<file path="src/design/vout_setpoint_pkg.sv">
// Constants shared by the output voltage setpoint register bank.
// Assumes one converter channel and 16-bit command data from the target logic.
package vout_setpoint_pkg;

  // --------------------------------------------------------------------------
  // Command codes
  // --------------------------------------------------------------------------
  localparam logic [7:0] CMD_OUTPUT_VOLTAGE_SETPOINT = 8'h21;
  localparam logic [7:0] CMD_OUTPUT_VOLTAGE_CEILING  = 8'h24;
  localparam logic [7:0] CMD_MARGIN_HIGH_SETPOINT    = 8'h25;
  localparam logic [7:0] CMD_MARGIN_LOW_SETPOINT     = 8'h26;
  localparam logic [7:0] CMD_FEEDBACK_DIVIDER_RATIO  = 8'h29;
  localparam logic [7:0] CMD_OUTPUT_VOLTAGE_FLOOR    = 8'h2B;
  localparam logic [7:0] CMD_INPUT_TURN_ON_LEVEL     = 8'h35;
  localparam logic [7:0] CMD_INPUT_TURN_OFF_LEVEL    = 8'h36;

  // --------------------------------------------------------------------------
  // Field widths
  // --------------------------------------------------------------------------
  localparam int DATA_W  = 16;
  localparam int VOUT_W  = 12;
  localparam int SCALE_W = 10;
  localparam int VIN_W   = 6;
  localparam int FB_W    = VOUT_W + SCALE_W;

  // --------------------------------------------------------------------------
  // Scales and limits, in microvolts
  // --------------------------------------------------------------------------
  localparam int VOUT_LSB_UV      = 2000;
  localparam int VIN_LSB_UV       = 250000;
  localparam int CEILING_MAX_UV   = 6000000;
  localparam int FLOOR_MIN_UV     = 500000;
  localparam logic [VOUT_W-1:0] CEILING_MAX_CODE = VOUT_W'(CEILING_MAX_UV / VOUT_LSB_UV);
  localparam logic [VOUT_W-1:0] FLOOR_MIN_CODE   = VOUT_W'(FLOOR_MIN_UV / VOUT_LSB_UV);

  // --------------------------------------------------------------------------
  // Reset values
  // --------------------------------------------------------------------------
  localparam logic [VOUT_W-1:0]  RST_SETPOINT    = 12'h1F4;
  localparam logic [VOUT_W-1:0]  RST_CEILING     = 12'h708;
  localparam logic [VOUT_W-1:0]  RST_MARGIN_HIGH = 12'h226;
  localparam logic [VOUT_W-1:0]  RST_MARGIN_LOW  = 12'h1C2;
  localparam logic [SCALE_W-1:0] RST_DIVIDER     = 10'h3E8;
  localparam logic [VOUT_W-1:0]  RST_FLOOR       = 12'h0FA;
  localparam logic [VIN_W-1:0]   RST_TURN_ON     = 6'h10;
  localparam logic [VIN_W-1:0]   RST_TURN_OFF    = 6'h0E;

  // --------------------------------------------------------------------------
  // Setpoint source selection
  // --------------------------------------------------------------------------
  typedef enum logic [1:0] {SEL_NOMINAL, SEL_MARGIN_LOW, SEL_MARGIN_HIGH} vout_sel_e;

endpackage : vout_setpoint_pkg

</file>
<file path="src/design/vout_limit_if.sv">
// Carries a requested setpoint and its limits to the clamp, and the result back.
// Assumes both ends sit in the same clock domain; the clamp is combinational.
`timescale 1ns/1ps
interface vout_limit_if;
  import vout_setpoint_pkg::*;

  logic [VOUT_W-1:0] request;
  logic [VOUT_W-1:0] ceiling;
  logic [VOUT_W-1:0] floor_lvl;
  logic [VOUT_W-1:0] commanded;
  logic              over;
  logic              under;

  modport requester (output request, ceiling, floor_lvl, input commanded, over, under);
  modport limiter   (input request, ceiling, floor_lvl, output commanded, over, under);

endinterface : vout_limit_if

</file>
<file path="src/design/output_voltage_setpoint_regs.sv">
// Setpoint, limit, divider and input level registers of one converter channel.
// Assumes the bus target logic decodes commands and delivers 16-bit words with
// one-cycle read and write strobes, all synchronous to I_CLK.
`timescale 1ns/1ps

// How it works
// - Setpoint is 12 bits, 2 mV steps.
// - Feedback target is the commanded output (selected source after clamping) times divider ratio.
// - Ceiling limits output regardless of selected source.
// - Above ceiling: use ceiling, flag, notify host.
// - Ceiling writes saturate at six volts.
// - Below floor: use floor, flag, notify host.
// - Floor writes saturate up to half volt.
// - Divider ratio is 10 bits, 0.001 steps.
// - Run starts when input reaches turn-on level while startup is ok.
// - Run stops when input falls to turn-off.
module output_voltage_setpoint_regs
(
  input  wire logic                                   I_CLK,
  input  wire logic                                   I_RST_N,
  input  wire logic [7:0]                             I_CMD_CODE,
  input  wire logic                                   I_WR_STB,
  input  wire logic [vout_setpoint_pkg::DATA_W-1:0]   I_WR_DATA,
  input  wire logic                                   I_RD_STB,
  input  wire vout_setpoint_pkg::vout_sel_e           I_VOUT_SEL,
  input  wire logic [vout_setpoint_pkg::VIN_W-1:0]    I_VIN_LEVEL,
  input  wire logic                                   I_STARTUP_OK,
  input  wire logic                                   I_CLEAR_FAULTS,
  output logic      [vout_setpoint_pkg::DATA_W-1:0]   O_RD_DATA,
  output logic                                        O_RD_VALID,
  output logic                                        O_CMD_NACK,
  output logic      [vout_setpoint_pkg::VOUT_W-1:0]   O_VOUT_CMD,
  output logic      [vout_setpoint_pkg::FB_W-1:0]     O_FB_REF,
  output logic                                        O_STATUS_OUTPUT_FLAG,
  output logic                                        O_LIMIT_WARN,
  output logic                                        O_HOST_NOTIFY,
  output logic                                        O_CONV_RUN
);
  import vout_setpoint_pkg::*;

  if (VOUT_W > DATA_W || SCALE_W > DATA_W || VIN_W > DATA_W)
  begin : g_width_check
    $error("Register fields must fit in the data word.");
  end

  // --------------------------------------------------------------------------
  // Register storage
  // --------------------------------------------------------------------------
  logic [VOUT_W-1:0]  setpoint_r;
  logic [VOUT_W-1:0]  setpoint_nxt;
  logic [VOUT_W-1:0]  ceiling_r;
  logic [VOUT_W-1:0]  ceiling_nxt;
  logic [VOUT_W-1:0]  margin_high_r;
  logic [VOUT_W-1:0]  margin_high_nxt;
  logic [VOUT_W-1:0]  margin_low_r;
  logic [VOUT_W-1:0]  margin_low_nxt;
  logic [SCALE_W-1:0] divider_r;
  logic [SCALE_W-1:0] divider_nxt;
  logic [VOUT_W-1:0]  floor_r;
  logic [VOUT_W-1:0]  floor_nxt;
  logic [VIN_W-1:0]   turn_on_r;
  logic [VIN_W-1:0]   turn_on_nxt;
  logic [VIN_W-1:0]   turn_off_r;
  logic [VIN_W-1:0]   turn_off_nxt;

  logic               known_cmd;
  logic               src_write;
  logic [VOUT_W-1:0]  wr_vout;

  assign wr_vout = I_WR_DATA[VOUT_W-1:0];

  always_comb
  begin
    setpoint_nxt    = setpoint_r;
    ceiling_nxt     = ceiling_r;
    margin_high_nxt = margin_high_r;
    margin_low_nxt  = margin_low_r;
    divider_nxt     = divider_r;
    floor_nxt       = floor_r;
    turn_on_nxt     = turn_on_r;
    turn_off_nxt    = turn_off_r;
    known_cmd       = 1'b1;
    case (I_CMD_CODE)
      CMD_OUTPUT_VOLTAGE_SETPOINT:
      begin
        if (I_WR_STB)
        begin
          setpoint_nxt = wr_vout;
        end
      end
      CMD_OUTPUT_VOLTAGE_CEILING:
      begin
        if (I_WR_STB)
        begin
          ceiling_nxt = (wr_vout > CEILING_MAX_CODE) ? CEILING_MAX_CODE : wr_vout;
        end
      end
      CMD_MARGIN_HIGH_SETPOINT:
      begin
        if (I_WR_STB)
        begin
          margin_high_nxt = wr_vout;
        end
      end
      CMD_MARGIN_LOW_SETPOINT:
      begin
        if (I_WR_STB)
        begin
          margin_low_nxt = wr_vout;
        end
      end
      CMD_FEEDBACK_DIVIDER_RATIO:
      begin
        if (I_WR_STB)
        begin
          divider_nxt = I_WR_DATA[SCALE_W-1:0];
        end
      end
      CMD_OUTPUT_VOLTAGE_FLOOR:
      begin
        if (I_WR_STB)
        begin
          floor_nxt = (wr_vout < FLOOR_MIN_CODE) ? FLOOR_MIN_CODE : wr_vout;
        end
      end
      CMD_INPUT_TURN_ON_LEVEL:
      begin
        if (I_WR_STB)
        begin
          turn_on_nxt = I_WR_DATA[VIN_W-1:0];
        end
      end
      CMD_INPUT_TURN_OFF_LEVEL:
      begin
        if (I_WR_STB)
        begin
          turn_off_nxt = I_WR_DATA[VIN_W-1:0];
        end
      end
      default:
      begin
        known_cmd = 1'b0;
      end
    endcase
  end

  always_ff @(posedge I_CLK)
  begin
    if (!I_RST_N)
    begin
      setpoint_r    <= RST_SETPOINT;
      ceiling_r     <= RST_CEILING;
      margin_high_r <= RST_MARGIN_HIGH;
      margin_low_r  <= RST_MARGIN_LOW;
      divider_r     <= RST_DIVIDER;
      floor_r       <= RST_FLOOR;
      turn_on_r     <= RST_TURN_ON;
      turn_off_r    <= RST_TURN_OFF;
    end
    else
    begin
      setpoint_r    <= setpoint_nxt;
      ceiling_r     <= ceiling_nxt;
      margin_high_r <= margin_high_nxt;
      margin_low_r  <= margin_low_nxt;
      divider_r     <= divider_nxt;
      floor_r       <= floor_nxt;
      turn_on_r     <= turn_on_nxt;
      turn_off_r    <= turn_off_nxt;
    end
  end

  // --------------------------------------------------------------------------
  // Read-back
  // --------------------------------------------------------------------------
  logic [DATA_W-1:0] rd_data_r;
  logic [DATA_W-1:0] rd_data_nxt;
  logic              rd_valid_r;
  logic              rd_valid_nxt;
  logic              nack_r;
  logic              nack_nxt;

  always_comb
  begin
    rd_data_nxt  = rd_data_r;
    rd_valid_nxt = I_RD_STB;
    nack_nxt     = (I_RD_STB || I_WR_STB) && !known_cmd;
    if (I_RD_STB)
    begin
      case (I_CMD_CODE)
        CMD_OUTPUT_VOLTAGE_SETPOINT: rd_data_nxt = DATA_W'(setpoint_r);
        CMD_OUTPUT_VOLTAGE_CEILING:  rd_data_nxt = DATA_W'(ceiling_r);
        CMD_MARGIN_HIGH_SETPOINT:    rd_data_nxt = DATA_W'(margin_high_r);
        CMD_MARGIN_LOW_SETPOINT:     rd_data_nxt = DATA_W'(margin_low_r);
        CMD_FEEDBACK_DIVIDER_RATIO:  rd_data_nxt = DATA_W'(divider_r);
        CMD_OUTPUT_VOLTAGE_FLOOR:    rd_data_nxt = DATA_W'(floor_r);
        CMD_INPUT_TURN_ON_LEVEL:     rd_data_nxt = DATA_W'(turn_on_r);
        CMD_INPUT_TURN_OFF_LEVEL:    rd_data_nxt = DATA_W'(turn_off_r);
        default:                     rd_data_nxt = '0;
      endcase
    end
  end

  always_ff @(posedge I_CLK)
  begin
    if (!I_RST_N)
    begin
      rd_data_r  <= '0;
      rd_valid_r <= 1'b0;
      nack_r     <= 1'b0;
    end
    else
    begin
      rd_data_r  <= rd_data_nxt;
      rd_valid_r <= rd_valid_nxt;
      nack_r     <= nack_nxt;
    end
  end

  // --------------------------------------------------------------------------
  // Source selection and clamping
  // --------------------------------------------------------------------------
  vout_limit_if lim ();

  logic [VOUT_W-1:0] request;

  always_comb
  begin
    case (I_VOUT_SEL)
      SEL_MARGIN_LOW:  request = margin_low_r;
      SEL_MARGIN_HIGH: request = margin_high_r;
      default:         request = setpoint_r;
    endcase
  end

  assign lim.request   = request;
  assign lim.ceiling   = ceiling_r;
  assign lim.floor_lvl = floor_r;

  vout_clamp u_clamp
  (
    .lim (lim.limiter)
  );

  // A new out-of-range request raises the flags; a held one does not repeat.
  always_comb
  begin
    case (I_VOUT_SEL)
      SEL_MARGIN_LOW:  src_write = I_WR_STB && (I_CMD_CODE == CMD_MARGIN_LOW_SETPOINT);
      SEL_MARGIN_HIGH: src_write = I_WR_STB && (I_CMD_CODE == CMD_MARGIN_HIGH_SETPOINT);
      default:         src_write = I_WR_STB && (I_CMD_CODE == CMD_OUTPUT_VOLTAGE_SETPOINT);
    endcase
  end

  // --------------------------------------------------------------------------
  // Commanded output, feedback target and limit flags
  // --------------------------------------------------------------------------
  logic [VOUT_W-1:0] vout_cmd_r;
  logic [VOUT_W-1:0] vout_cmd_nxt;
  logic [FB_W-1:0]   fb_ref_r;
  logic [FB_W-1:0]   fb_ref_nxt;
  logic              clamp_r;
  logic              clamp_nxt;
  logic              pend_r;
  logic              pend_nxt;
  logic              status_flag_r;
  logic              status_flag_nxt;
  logic              warn_r;
  logic              warn_nxt;
  logic              notify_r;
  logic              notify_nxt;
  logic              limit_event;

  always_comb
  begin
    clamp_nxt       = lim.over || lim.under;
    pend_nxt        = src_write;
    limit_event     = clamp_nxt && (!clamp_r || pend_r);
    vout_cmd_nxt    = lim.commanded;
    fb_ref_nxt      = FB_W'(vout_cmd_r) * FB_W'(divider_r);
    status_flag_nxt = limit_event || (status_flag_r && !I_CLEAR_FAULTS);
    warn_nxt        = limit_event || (warn_r && !I_CLEAR_FAULTS);
    notify_nxt      = limit_event;
  end

  always_ff @(posedge I_CLK)
  begin
    if (!I_RST_N)
    begin
      vout_cmd_r    <= RST_SETPOINT;
      fb_ref_r      <= '0;
      clamp_r       <= 1'b0;
      pend_r        <= 1'b0;
      status_flag_r <= 1'b0;
      warn_r        <= 1'b0;
      notify_r      <= 1'b0;
    end
    else
    begin
      vout_cmd_r    <= vout_cmd_nxt;
      fb_ref_r      <= fb_ref_nxt;
      clamp_r       <= clamp_nxt;
      pend_r        <= pend_nxt;
      status_flag_r <= status_flag_nxt;
      warn_r        <= warn_nxt;
      notify_r      <= notify_nxt;
    end
  end

  // --------------------------------------------------------------------------
  // Input level run gate
  // --------------------------------------------------------------------------
  vin_run_gate u_run_gate
  (
    .i_clk        (I_CLK),
    .i_rst_n      (I_RST_N),
    .i_vin_level  (I_VIN_LEVEL),
    .i_turn_on    (turn_on_r),
    .i_turn_off   (turn_off_r),
    .i_startup_ok (I_STARTUP_OK),
    .o_run        (O_CONV_RUN)
  );

  assign O_RD_DATA            = rd_data_r;
  assign O_RD_VALID           = rd_valid_r;
  assign O_CMD_NACK           = nack_r;
  assign O_VOUT_CMD           = vout_cmd_r;
  assign O_FB_REF             = fb_ref_r;
  assign O_STATUS_OUTPUT_FLAG = status_flag_r;
  assign O_LIMIT_WARN         = warn_r;
  assign O_HOST_NOTIFY        = notify_r;

endmodule : output_voltage_setpoint_regs

</file>
<file path="src/design/vout_clamp.sv">
// Clamps a requested output setpoint between the ceiling and the floor.
// Assumes the floor is not above the ceiling; if it is, requests above the ceiling get the ceiling and all others get the floor.
`timescale 1ns/1ps
module vout_clamp
(
  vout_limit_if.limiter lim
);
  import vout_setpoint_pkg::*;

  always_comb
  begin
    lim.over      = lim.request > lim.ceiling;
    lim.under     = lim.request < lim.floor_lvl;
    lim.commanded = lim.request;
    if (lim.over)
    begin
      lim.commanded = lim.ceiling;
    end
    else if (lim.under)
    begin
      lim.commanded = lim.floor_lvl;
    end
  end

endmodule : vout_clamp

</file>
<file path="src/design/vin_run_gate.sv">
// Decides whether the converter runs from the input level and its on/off levels.
// Assumes the input level is a synchronous code in the same units as the levels.
`timescale 1ns/1ps
module vin_run_gate
(
  input  wire logic                              i_clk,
  input  wire logic                              i_rst_n,
  input  wire logic [vout_setpoint_pkg::VIN_W-1:0] i_vin_level,
  input  wire logic [vout_setpoint_pkg::VIN_W-1:0] i_turn_on,
  input  wire logic [vout_setpoint_pkg::VIN_W-1:0] i_turn_off,
  input  wire logic                              i_startup_ok,
  output logic                                   o_run
);
  import vout_setpoint_pkg::*;

  logic run_r;
  logic run_nxt;

  always_comb
  begin
    run_nxt = run_r;
    if (!run_r)
    begin
      run_nxt = i_startup_ok && (i_vin_level >= i_turn_on);
    end
    else if ((i_vin_level <= i_turn_off) || !i_startup_ok)
    begin
      run_nxt = 1'b0;
    end
  end

  always_ff @(posedge i_clk)
  begin
    if (!i_rst_n)
    begin
      run_r <= 1'b0;
    end
    else
    begin
      run_r <= run_nxt;
    end
  end

  assign o_run = run_r;

endmodule : vin_run_gate

</file>
<file path="config.mk">
export PLATFORM = sky130hd
export DESIGN_NAME = output_voltage_setpoint_regs
export DESIGN_NICKNAME = d
export VERILOG_FILES = /design/src/design/vout_setpoint_pkg.sv /design/src/design/vout_limit_if.sv /design/src/design/output_voltage_setpoint_regs.sv /design/src/design/vout_clamp.sv /design/src/design/vin_run_gate.sv
export SDC_FILE = /design/constraint.sdc
export NUM_CORES = 1
export LEC_CHECK = 0
export BUFFER_PORTS_ARGS = -buffer_cell sky130_fd_sc_hd__clkbuf_2
export CAP_MARGIN = 25
export CORE_MARGIN = 3
export CORE_UTILIZATION = 34
export DETAILED_ROUTE_END_ITERATION = 7
export PLACE_DENSITY = 0.52
export SLEW_MARGIN = 20
export SYNTH_ARGS = -nofsm -noshare
export SYNTH_HDL_FRONTEND = slang
export SYNTH_SLANG_ARGS = --single-unit
</file>
<file path="constraint.sdc">
create_clock -name I_CLK -period 9.9 [get_ports I_CLK]
set_input_delay 1.98 -clock I_CLK [delete_from_list [all_inputs] [get_ports I_CLK]]
set_output_delay 1.98 -clock I_CLK [all_outputs]
set_load 0.005 [all_outputs]
</file>
After elaboration in Yosys (flattened, before gate mapping):

Cells that the tools add are included.

* register bits after elaboration: 140
* input bits: 38
* output and inout bits: 56
* logic and storage cells: 73

* $mul: 1
* order comparisons: 6
* equality and inequality tests: 10
* muxes and demuxes: 10
* reduce and logical (&&, ||, !) cells: 27

Operators by type and width (count)
* $pmux 12 s8: 1
* $eq 8x6->1 const B: 8
* $mux 12: 4
* $pmux 12 s2: 1
* $mul 12x10->22: 1
* $reduce_and 2->1: 8
* $gt 12x12->1: 1
* $gt 12x12->1 const B: 1
* $lt 12x12->1: 1
* $lt 12x8->1 const B: 1
* $logic_and 1x1->1: 8
* $reduce_or 8->1: 1
* $ge 6x6->1: 1
* $le 6x6->1: 1
* $logic_or 1x1->1: 6
* $logic_not 1->1: 4
* $mux 1: 3
* $eq 2x1->1 const B: 1
* $eq 2x2->1 const B: 1
* $pmux 1 s2: 1

Logic depth before layout (Yosys ltp):

Gate-level depths: netlist of run 1.

* depth in word-level cells: 6
* gate-level depth with buffers: 19

Modules after synthesis:

Synthesis of run 1 repeated with hierarchy kept, for this count alone.

* cells, all modules: 1267
* area, all modules: 10949.3 um^2

By module, submodules not included
* output_voltage_setpoint_regs: instances 1, cells each 1080, area each 9582.9 um^2, seq. area each 2702.6 um^2
* vout_clamp: instances 1, cells each 145, area each 1044.8 um^2, seq. area each 0.0 um^2
* vin_run_gate: instances 1, cells each 42, area each 321.6 um^2, seq. area each 20.0 um^2

Worst setup path after synthesis of run 1:

OpenSTA, ideal clock, no wires.

* kind: reg2reg
* start: register divider_r[3]
* end: register fb_ref_r[21] (netlist: O_FB_REF[21])
* library setup time: 0.128 ns
* data arrival time: 4.885 ns
* data required time: 9.772 ns
* path slack: 4.887 ns
* stages on the path, launching flop included: 20
* buffers on the path: 1
* clock period less this slack: 5.013 ns
* cells stage by stage: dfxtp_1 > clkbuf_1 > nand2_1 > fa_1 > inv_1 > fa_1 > inv_1 > fa_1 > inv_1 > fa_1 > inv_1 > fa_1 > inv_1 > ha_1 > o21a_1 > o31a_1 > o221ai_1 > o221ai_1 > xnor2_1 > nor2_1

* word-level cells in the longest chain between the ends: 1

Ends and longest elaborated chain
* start, declared: line output_voltage_setpoint_regs.sv:57 `logic [SCALE_W-1:0] divider_r;`
* start signal, assigned: line output_voltage_setpoint_regs.sv:166 `divider_r <= divider_nxt;`
* $mul 12x10->22: line output_voltage_setpoint_regs.sv:280 `fb_ref_nxt = FB_W'(vout_cmd_r) * FB_W'(divider_r);`
* end signal, assigned: line output_voltage_setpoint_regs.sv:301 `fb_ref_r <= fb_ref_nxt;`
* end, declared: line output_voltage_setpoint_regs.sv:260 `logic [FB_W-1:0] fb_ref_r;`

No other way between the ends.
A chain may end at the register's enable or synchronous reset.

Worst setup path after layout of run 1:

Ends and elaborated chain as after synthesis.

==> metrics.csv, run 1 <==
stage,metric,value,unit
timing,skew,11.5,ps
critical_path,startpoint_type,flip-flop,
place,dpl.hpwl,23100,um
global_route,grt_max_degree,65,
timing,relSlewSlack,0.255,
place,dp_slack,4210,ps
route,routed_wl,31300,um
critical_path,critical_path.cell_chain,nand2_1 -> fa_1 -> inv_1 -> fa_1 -> inv_1 -> fa_1 -> inv_1 -> fa_1 -> inv_1 -> fa_1 -> inv_1 -> ha_1 -> o21a_1 -> o31a_1 -> o221ai_1 -> o221ai_1 -> xnor2_1 -> nor2_1,
route,dr.first_iter.drc_count,675,
layout,area_delta_synth_final,11.8,%
route,drtPass1Iterations,5,
layout,final_util,0.392,
critical_path,critPathKind,reg -> reg,
die,initial_core_util,0.350,
die,die_x,182,um
clock_tree,cts_root_buf,clkbuf_16,
synthesis,synth_edf_count,0,
clock_tree,cts_buffer_depth,2,
global_route,track_usage,0.190,
global_route,grt_pass1_vias,8802,
clock_tree,cts_tree,done,
hold_path,hold_class,reg -> reg,
clock_tree,numCtsBuffers,17,
synthesis,ys_warn_count,0,
clock_tree,h-tree-depth,4,
critical_path,critPathCaptureType,flip-flop,
power_and_ir_drop,p_leak,5.46,nW
critical_path,slowest_delay,670,ps
synthesis,syn_area,10500,um^2
power_and_ir_drop,p_clk_frac,0.265,
synthesis,ys_ff_latch,136,
synthesis,yosys-top-cells-area,"dfxtp_1 (26%), fa_1 (15%), ha_1 (11%)",
clock_tree,clock_sinks,136,
synthesis,synth_top_area_cell,dfxtp_1,
synthesis,ys_top_cells_by_count,"nand2_1 (177), dfxtp_1 (136), inv_1 (122)",
critical_path,crit_required,10210,ps
timing,finalCriticalPeriod,5620,ps
power_and_ir_drop,internal_power,1.48,mW
layout,antenna_cells,0,
synthesis,syn_avg_cell_area,8.48,um^2
layout,regArea,2720,um^2
clock_tree,cts_resized,0,
timing,worst_slack,4280,ps
die,fp.dieH,182,um
critical_path,cp_max_fo,14,
synthesis,dominantRegCellSynth,dfxtp_1,
route,vias,8923,
power_and_ir_drop,p_per_area,208,nW/um^2
place,placed_cell_area,11200,um^2
global_route,grt_overflow,0,
route,vias_per_cell,5.32,
synthesis,synth_cells,1241,
global_route,grt_pass1_wl,50100,um
layout,num-fill-cells,3073,
timing,finalSetupViolCount,0,
layout,fin_cells,1677,
layout,nets,1484,
global_route,antenna_found_initial,0,
layout,final_area,11800,um^2
timing,tightest_slew,1120,ps
synthesis,synthArstFlopShare,0,
outcome,status,finished clean,
power_and_ir_drop,p_sw_frac,0.394,
die,rows,63,
power_and_ir_drop,seq_power_share,0.248,
clock_tree,path_clk_slew,60,ps
route,drc,0,
critical_path,crit_slowest_cell,dfxtp_1,
power_and_ir_drop,combPwrFrac,0.487,
timing,final-hold-violation-count,0,
clock_tree,post-cts-setup-buffer-count,0,
place,portBuffers,85,
synthesis,seq_area_frac_synth,0.259,
place,dpl.cell_count,1645,
die,io_pins,94,
clock_tree,cts_hold_buf,0,
synthesis,yosysTopAreaCellShare,0.259,
die,core_area,30000,um^2
timing,clock.fmax,178,MHz
route,wl_per_cell,18.6,um
die,die-area,33100,um^2
clock_tree,insertion_delay,430,ps
power_and_ir_drop,p_sw,0.963,mW
timing,finalCritPeriodShare,0.568,
route,antenna_left,0,
power_and_ir_drop,vdd_ir_drop_max,0.000158,V
timing,rsz0062_at_grt,false,
place,routabilityCongestion,0.829,
synthesis,synth_cell_types,66,
synthesis,yosysMostFrequentCell,nand2_1,
layout,multi_input_area,7020,um^2
layout,drive_above_1_share,0.103,
timing,slew_violations,0,
timing,fin_tns_setup,0,ps
critical_path,crit_arrival,5930,ps
job,drv_cap,0,
[final timing paths]
path	start	endpoint	slack (ps)	cells past startpoint
setup / recovery	divider_r[3]$_SDFFE_PN1P_	O_FB_REF[21]$_SDFF_PN0_	4280	18
hold / removal	setpoint_r[3]$_SDFFE_PN0P_	setpoint_r[3]$_SDFFE_PN0P_	470	2
setup reg to reg	divider_r[3]$_SDFFE_PN1P_	O_FB_REF[21]$_SDFF_PN0_	4280	18
hold reg to reg	setpoint_r[3]$_SDFFE_PN0P_	setpoint_r[3]$_SDFFE_PN0P_	470	2
[metal layers]
layer,part of all wire,routed length (um),track usage
met5,0,0,0
met2,0.48,14900,0.315
met3,0.047,1480,0.0260
met1,0.46,14300,0.259
met4,0.018,574,0.0530
[flip-flops by register name, indices dropped and copies added (netlist names), 6 cells and up]
signal	cells
turn_off_r	6
divider_r	10
turn_on_r	6
O_RD_DATA	12
O_FB_REF	22
ceiling_r	12
O_VOUT_CMD	12
setpoint_r	12
floor_r	12
margin_high_r	12
margin_low_r	12
[worst max-delay path, delay by kind of cell, from the launching register on]
| kind | cells | cell delay [ps] |
|---|---|---|
| buffers and inverters | 5 | 250 |
| XOR/XNOR | 1 | 190 |
| adder cells (fa/ha/maj) | 6 | 2930 |
| AND/OR/NAND/NOR | 2 | 230 |
| AO/OA/AOI/OAI | 4 | 1200 |
| flip-flops | 1 | 670 |
[cells by family after synthesis]
kind of cell | synth area share
mux | 0.0514
flops | 0.259
simple gates | 0.188
other cells | 0.000356
buf+inv | 0.0769
xor+xnor | 0.0133
fa+ha+maj | 0.260
compound gates | 0.151
[final cells by class]
cell class                 count  share of cell area
inverter                     123              0.0392
sequential                   136               0.231
clock inverter                10              0.0101
multi-input combinational    902               0.596
tap                          390              0.0415
clock buffer                  22              0.0395
timing repair buffer          94              0.0419
[power groups by stage]
stage	Clock [mW]	Combinational, mW	Sequential [mW]
6_report	0.647	1.19	0.607
5_1_grt	0.679	1.37	0.611
4_1_cts	0.657	1.21	0.608
3_5_place_dp	0	1.20	0.620
3_3_place_gp	0	1.20	0.620
2_1_floorplan	0	0.934	0.611
[cell usage in the layout (no fill, tap or decap), types with 11 or more instances in the layout]
cell type	netlist	final
o21ai_0	41	41
dfxtp_1	136	136
clkbuf_2	0	85
inv_1	122	122
and2_1	62	62
a21oi_1	62	62
xnor2_1	12	12
clkbuf_16	0	17
nor2_1	72	72
a22oi_1	35	35
nor3_1	11	11
mux2i_1	54	54
nand3_1	38	38
nand2_1	177	177
fa_1	78	78
ha_1	94	94
[stage by stage]
stage	hold WS (ps)	total power, mW
after detailed placement	463	1.82
final	470	2.44
after global placement	457	1.82
after floorplan	444	1.55
after global routing	488	2.66
after CTS	469	2.47
(Power assumes the default switching activity.)
==> run 2: changes to the inputs <==
--- a/config.mk
+++ b/config.mk
@@ -10,7 +10,7 @@
 export CORE_MARGIN = 3
 export CORE_UTILIZATION = 34
 export DETAILED_ROUTE_END_ITERATION = 7
-export PLACE_DENSITY = 0.52
+export PLACE_DENSITY = 0.54
 export SLEW_MARGIN = 20
 export SYNTH_ARGS = -nofsm -noshare
 export SYNTH_HDL_FRONTEND = slang
==> constraint.sdc (replaced) <==
create_clock -name I_CLK -period 4.8 [get_ports I_CLK]
set_input_delay 0.96 -clock I_CLK [delete_from_list [all_inputs] [get_ports I_CLK]]
set_output_delay 0.96 -clock I_CLK [all_outputs]
set_load 0.005 [all_outputs]
==> run 2 against run 1 <==
Sequential cell count unchanged; fmax is 19% higher; setup slack worse by 4200 ps; clock power grew 120%; final area is 8.8% higher; power increased to 2.5 times the previous value; via count grew 1.7%; count of clock-buffer cells in the layout fell by 1; sequential power up 100%; final cell count is 4.8% higher; largest power group unchanged.
==> metrics.csv, run 2 (synthesis gave the netlist of run 1 again) <==
stage,metric,value,unit,change
global_route,track_usage,0.189,,-0.000669
timing,final-hold-violation-count,0,,unchanged
global_route,grt_overflow,0,,unchanged
clock_tree,h-tree-depth,4,,unchanged
timing,rsz0062_at_grt,true,,
critical_path,critPathCaptureType,flip-flop,,
die,fp.dieH,182,um,unchanged
critical_path,rrSetupSlack,70,ps,-4210 ps
place,dpl.cell_count,1723,,+4.7%
timing,skew,12.5,ps,+1.03 ps
global_route,grt_util_met1,0.242,,-0.0170
hold_path,hold_depth,2,,unchanged
clock_tree,cts_root_buf,clkbuf_16,,
die,die_x,182,um,unchanged
timing,tightest_slew,1020,ps,-99.6 ps
global_route,use_met3,0.0248,,-0.00120
timing,relSlewSlack,0.321,,+0.0665
power_and_ir_drop,p_total,6.22,mW,+150%
layout,nets,1566,,+5.5%
clock_tree,clock_sinks,136,,unchanged
route,routed_wl,31400,um,+0.38%
power_and_ir_drop,p_per_area,486,nW/um^2,+130%
critical_path,startpoint_type,flip-flop,,
outcome,status,finished clean,,
job,drv_cap,0,,unchanged
global_route,grt_pass1_vias,9390,,+6.7%
die,initial_core_util,0.350,,unchanged
place,routabilityCongestion,0.874,,+5.4%
power_and_ir_drop,vdd_ir_drop_max,0.000444,V,+180%
power_and_ir_drop,p_leak,5.90,nW,+8.0%
timing,finalCriticalPeriod,4730,ps,-891 ps
clock_tree,cts_tree,done,,
timing,slew_violations,0,,unchanged
critical_path,reg2reg_depth,14,,-4
hold_path,holdCritStartpoint,setpoint_r[10]$_SDFFE_PN0P_,,
critical_path,r2r-start,O_VOUT_CMD[4]$_SDFF_PN1_,,
route,vias,9077,,+1.7%
route,drtPass1Iterations,5,,unchanged
clock_tree,cts_hold_buf,0,,unchanged
layout,final_area,12800,um^2,+8.8%
layout,final_common_cell,nand2_1,,
critical_path,crit_arrival,5010,ps,-920 ps
global_route,grt_use_met2,0.336,,+0.0218
place,placed_cell_area,11800,um^2,+5.3%
layout,drive_above_1_share,0.200,,+0.0970
die,rows,63,,unchanged
timing,clock.fmax,211,MHz,+19%
clock_tree,cts_buffer_depth,2,,unchanged
die,core_area,30000,um^2,unchanged
route,antenna_left,0,,unchanged
layout,antenna_cells,0,,unchanged
critical_path,crit_required,5080,ps,-5130 ps
global_route,grt_pass1_wl,50200,um,+0.15%
clock_tree,path_clk_slew,60,ps,about the same
layout,fin_cells,1758,,+4.8%
route,vias_per_cell,5.16,,-3.0%
layout,layout_common_cells,"nand2_1 (173), dfxtp_1 (119), inv_1 (119)",,
route,dr.first_iter.drc_count,487,,-28%
layout,final_util,0.426,,+0.0343
hold_path,hold_class,reg -> reg,,
die,die-area,33100,um^2,unchanged
place,dpl.hpwl,23900,um,+3.3%
critical_path,cp_max_fo,5,,-9
layout,area_delta_synth_final,21.6,%,
clock_tree,numCtsBuffers,17,,unchanged
global_route,antenna_found_initial,0,,unchanged
hold_path,hold-path-endpoint,setpoint_r[10]$_SDFFE_PN0P_,,
critical_path,critPathKind,reg -> reg,,
place,portBuffers,85,,unchanged
global_route,busiest_layer,met2,,
critical_path,worstReg2RegEnd,O_FB_REF[21]$_SDFF_PN0_,,
layout,largest_reg_flops,22,,unchanged
route,wl_per_cell,17.8,um,-4.2%
timing,finalCritPeriodShare,0.985,,+0.418
global_route,grt_max_degree,74,,+14%
clock_tree,insertion_delay,420,ps,about the same
route,drc,0,,unchanged
timing,finalSetupViolCount,0,,unchanged
die,io_pins,94,,unchanged
## run 2: changes by cell type in the layout (fill, tap and decap cells not counted), sizes merged
cell | before | now
buf | 9 | 91
bufinv | 2 | 4
clkbuf | 107 | 106
clkinvlp | 3 | 1
## run 2: worst max path at each step
stage                                    from                 endpoint  slack [ps]  cells past startpoint
global placement     O_VOUT_CMD[2]$_SDFF_PN1_  O_FB_REF[21]$_SDFF_PN0_        -170                     14
floorplan           divider_r[5]$_SDFFE_PN1P_  O_FB_REF[21]$_SDFF_PN0_           6                     17
CTS                 divider_r[8]$_SDFFE_PN1P_  O_FB_REF[21]$_SDFF_PN0_           1                     17
global route        divider_r[1]$_SDFFE_PN0P_  O_FB_REF[19]$_SDFF_PN0_        -100                     19
detailed placement  divider_r[6]$_SDFFE_PN1P_  O_FB_REF[19]$_SDFF_PN0_        -200                     17
finish               O_VOUT_CMD[4]$_SDFF_PN1_  O_FB_REF[21]$_SDFF_PN0_          70                     14
## run 2: final cells by class
type	count	area, um^2
fill	2979	17200
multi-input combinational	902	7300
sequential	136	2770
timing repair buffer	176	1140
tap	390	488
inverter	123	464
clock buffer	21	460
clock inverter	10	168
## run 2: power by group
group	switching, mW	internal [mW]	leakage (nW)
logic	1.79	1.77	4.48
registers	0.0298	1.21	1.11
clock network	0.525	0.900	0.304
## run 2: stage by stage
step	worst slack [ps]	TNS, ps	hold WS, ps
global route	-104	-489	502
floorplan	5.89	0	444
CTS	1.43	0	472
detailed placement	-200	-1300	463
global placement	-174	-1130	457
finish	69.9	0	472
## run 2: routing by layer
metal | vias to the layer above | share of wire
met4 | 0 | 0.014
met3 | 35 | 0.035
met2 | 198 | 0.50
met1 | 4423 | 0.45
met5 | - | 0
li1 | 4421 | -
## run 2: worst max-delay path, cell delays in order, from the launching register on
cell and delay [ps]:
dfxtp_4 360, buf_4 150, and2_1 170, fa_1 520, fa_1 590, fa_1 440, fa_1 500, fa_2 370
ha_4 300, nand2_1 90, or3_4 400, or3_4 340, o221ai_2 190, xnor2_1 140, nor2_1 50
## run 2: repair_timing
item,in CTS,in global routing
resized for setup,40,43
pin swaps,14,42
endpoints found under the setup margin,10,12
buffers inserted,0,4
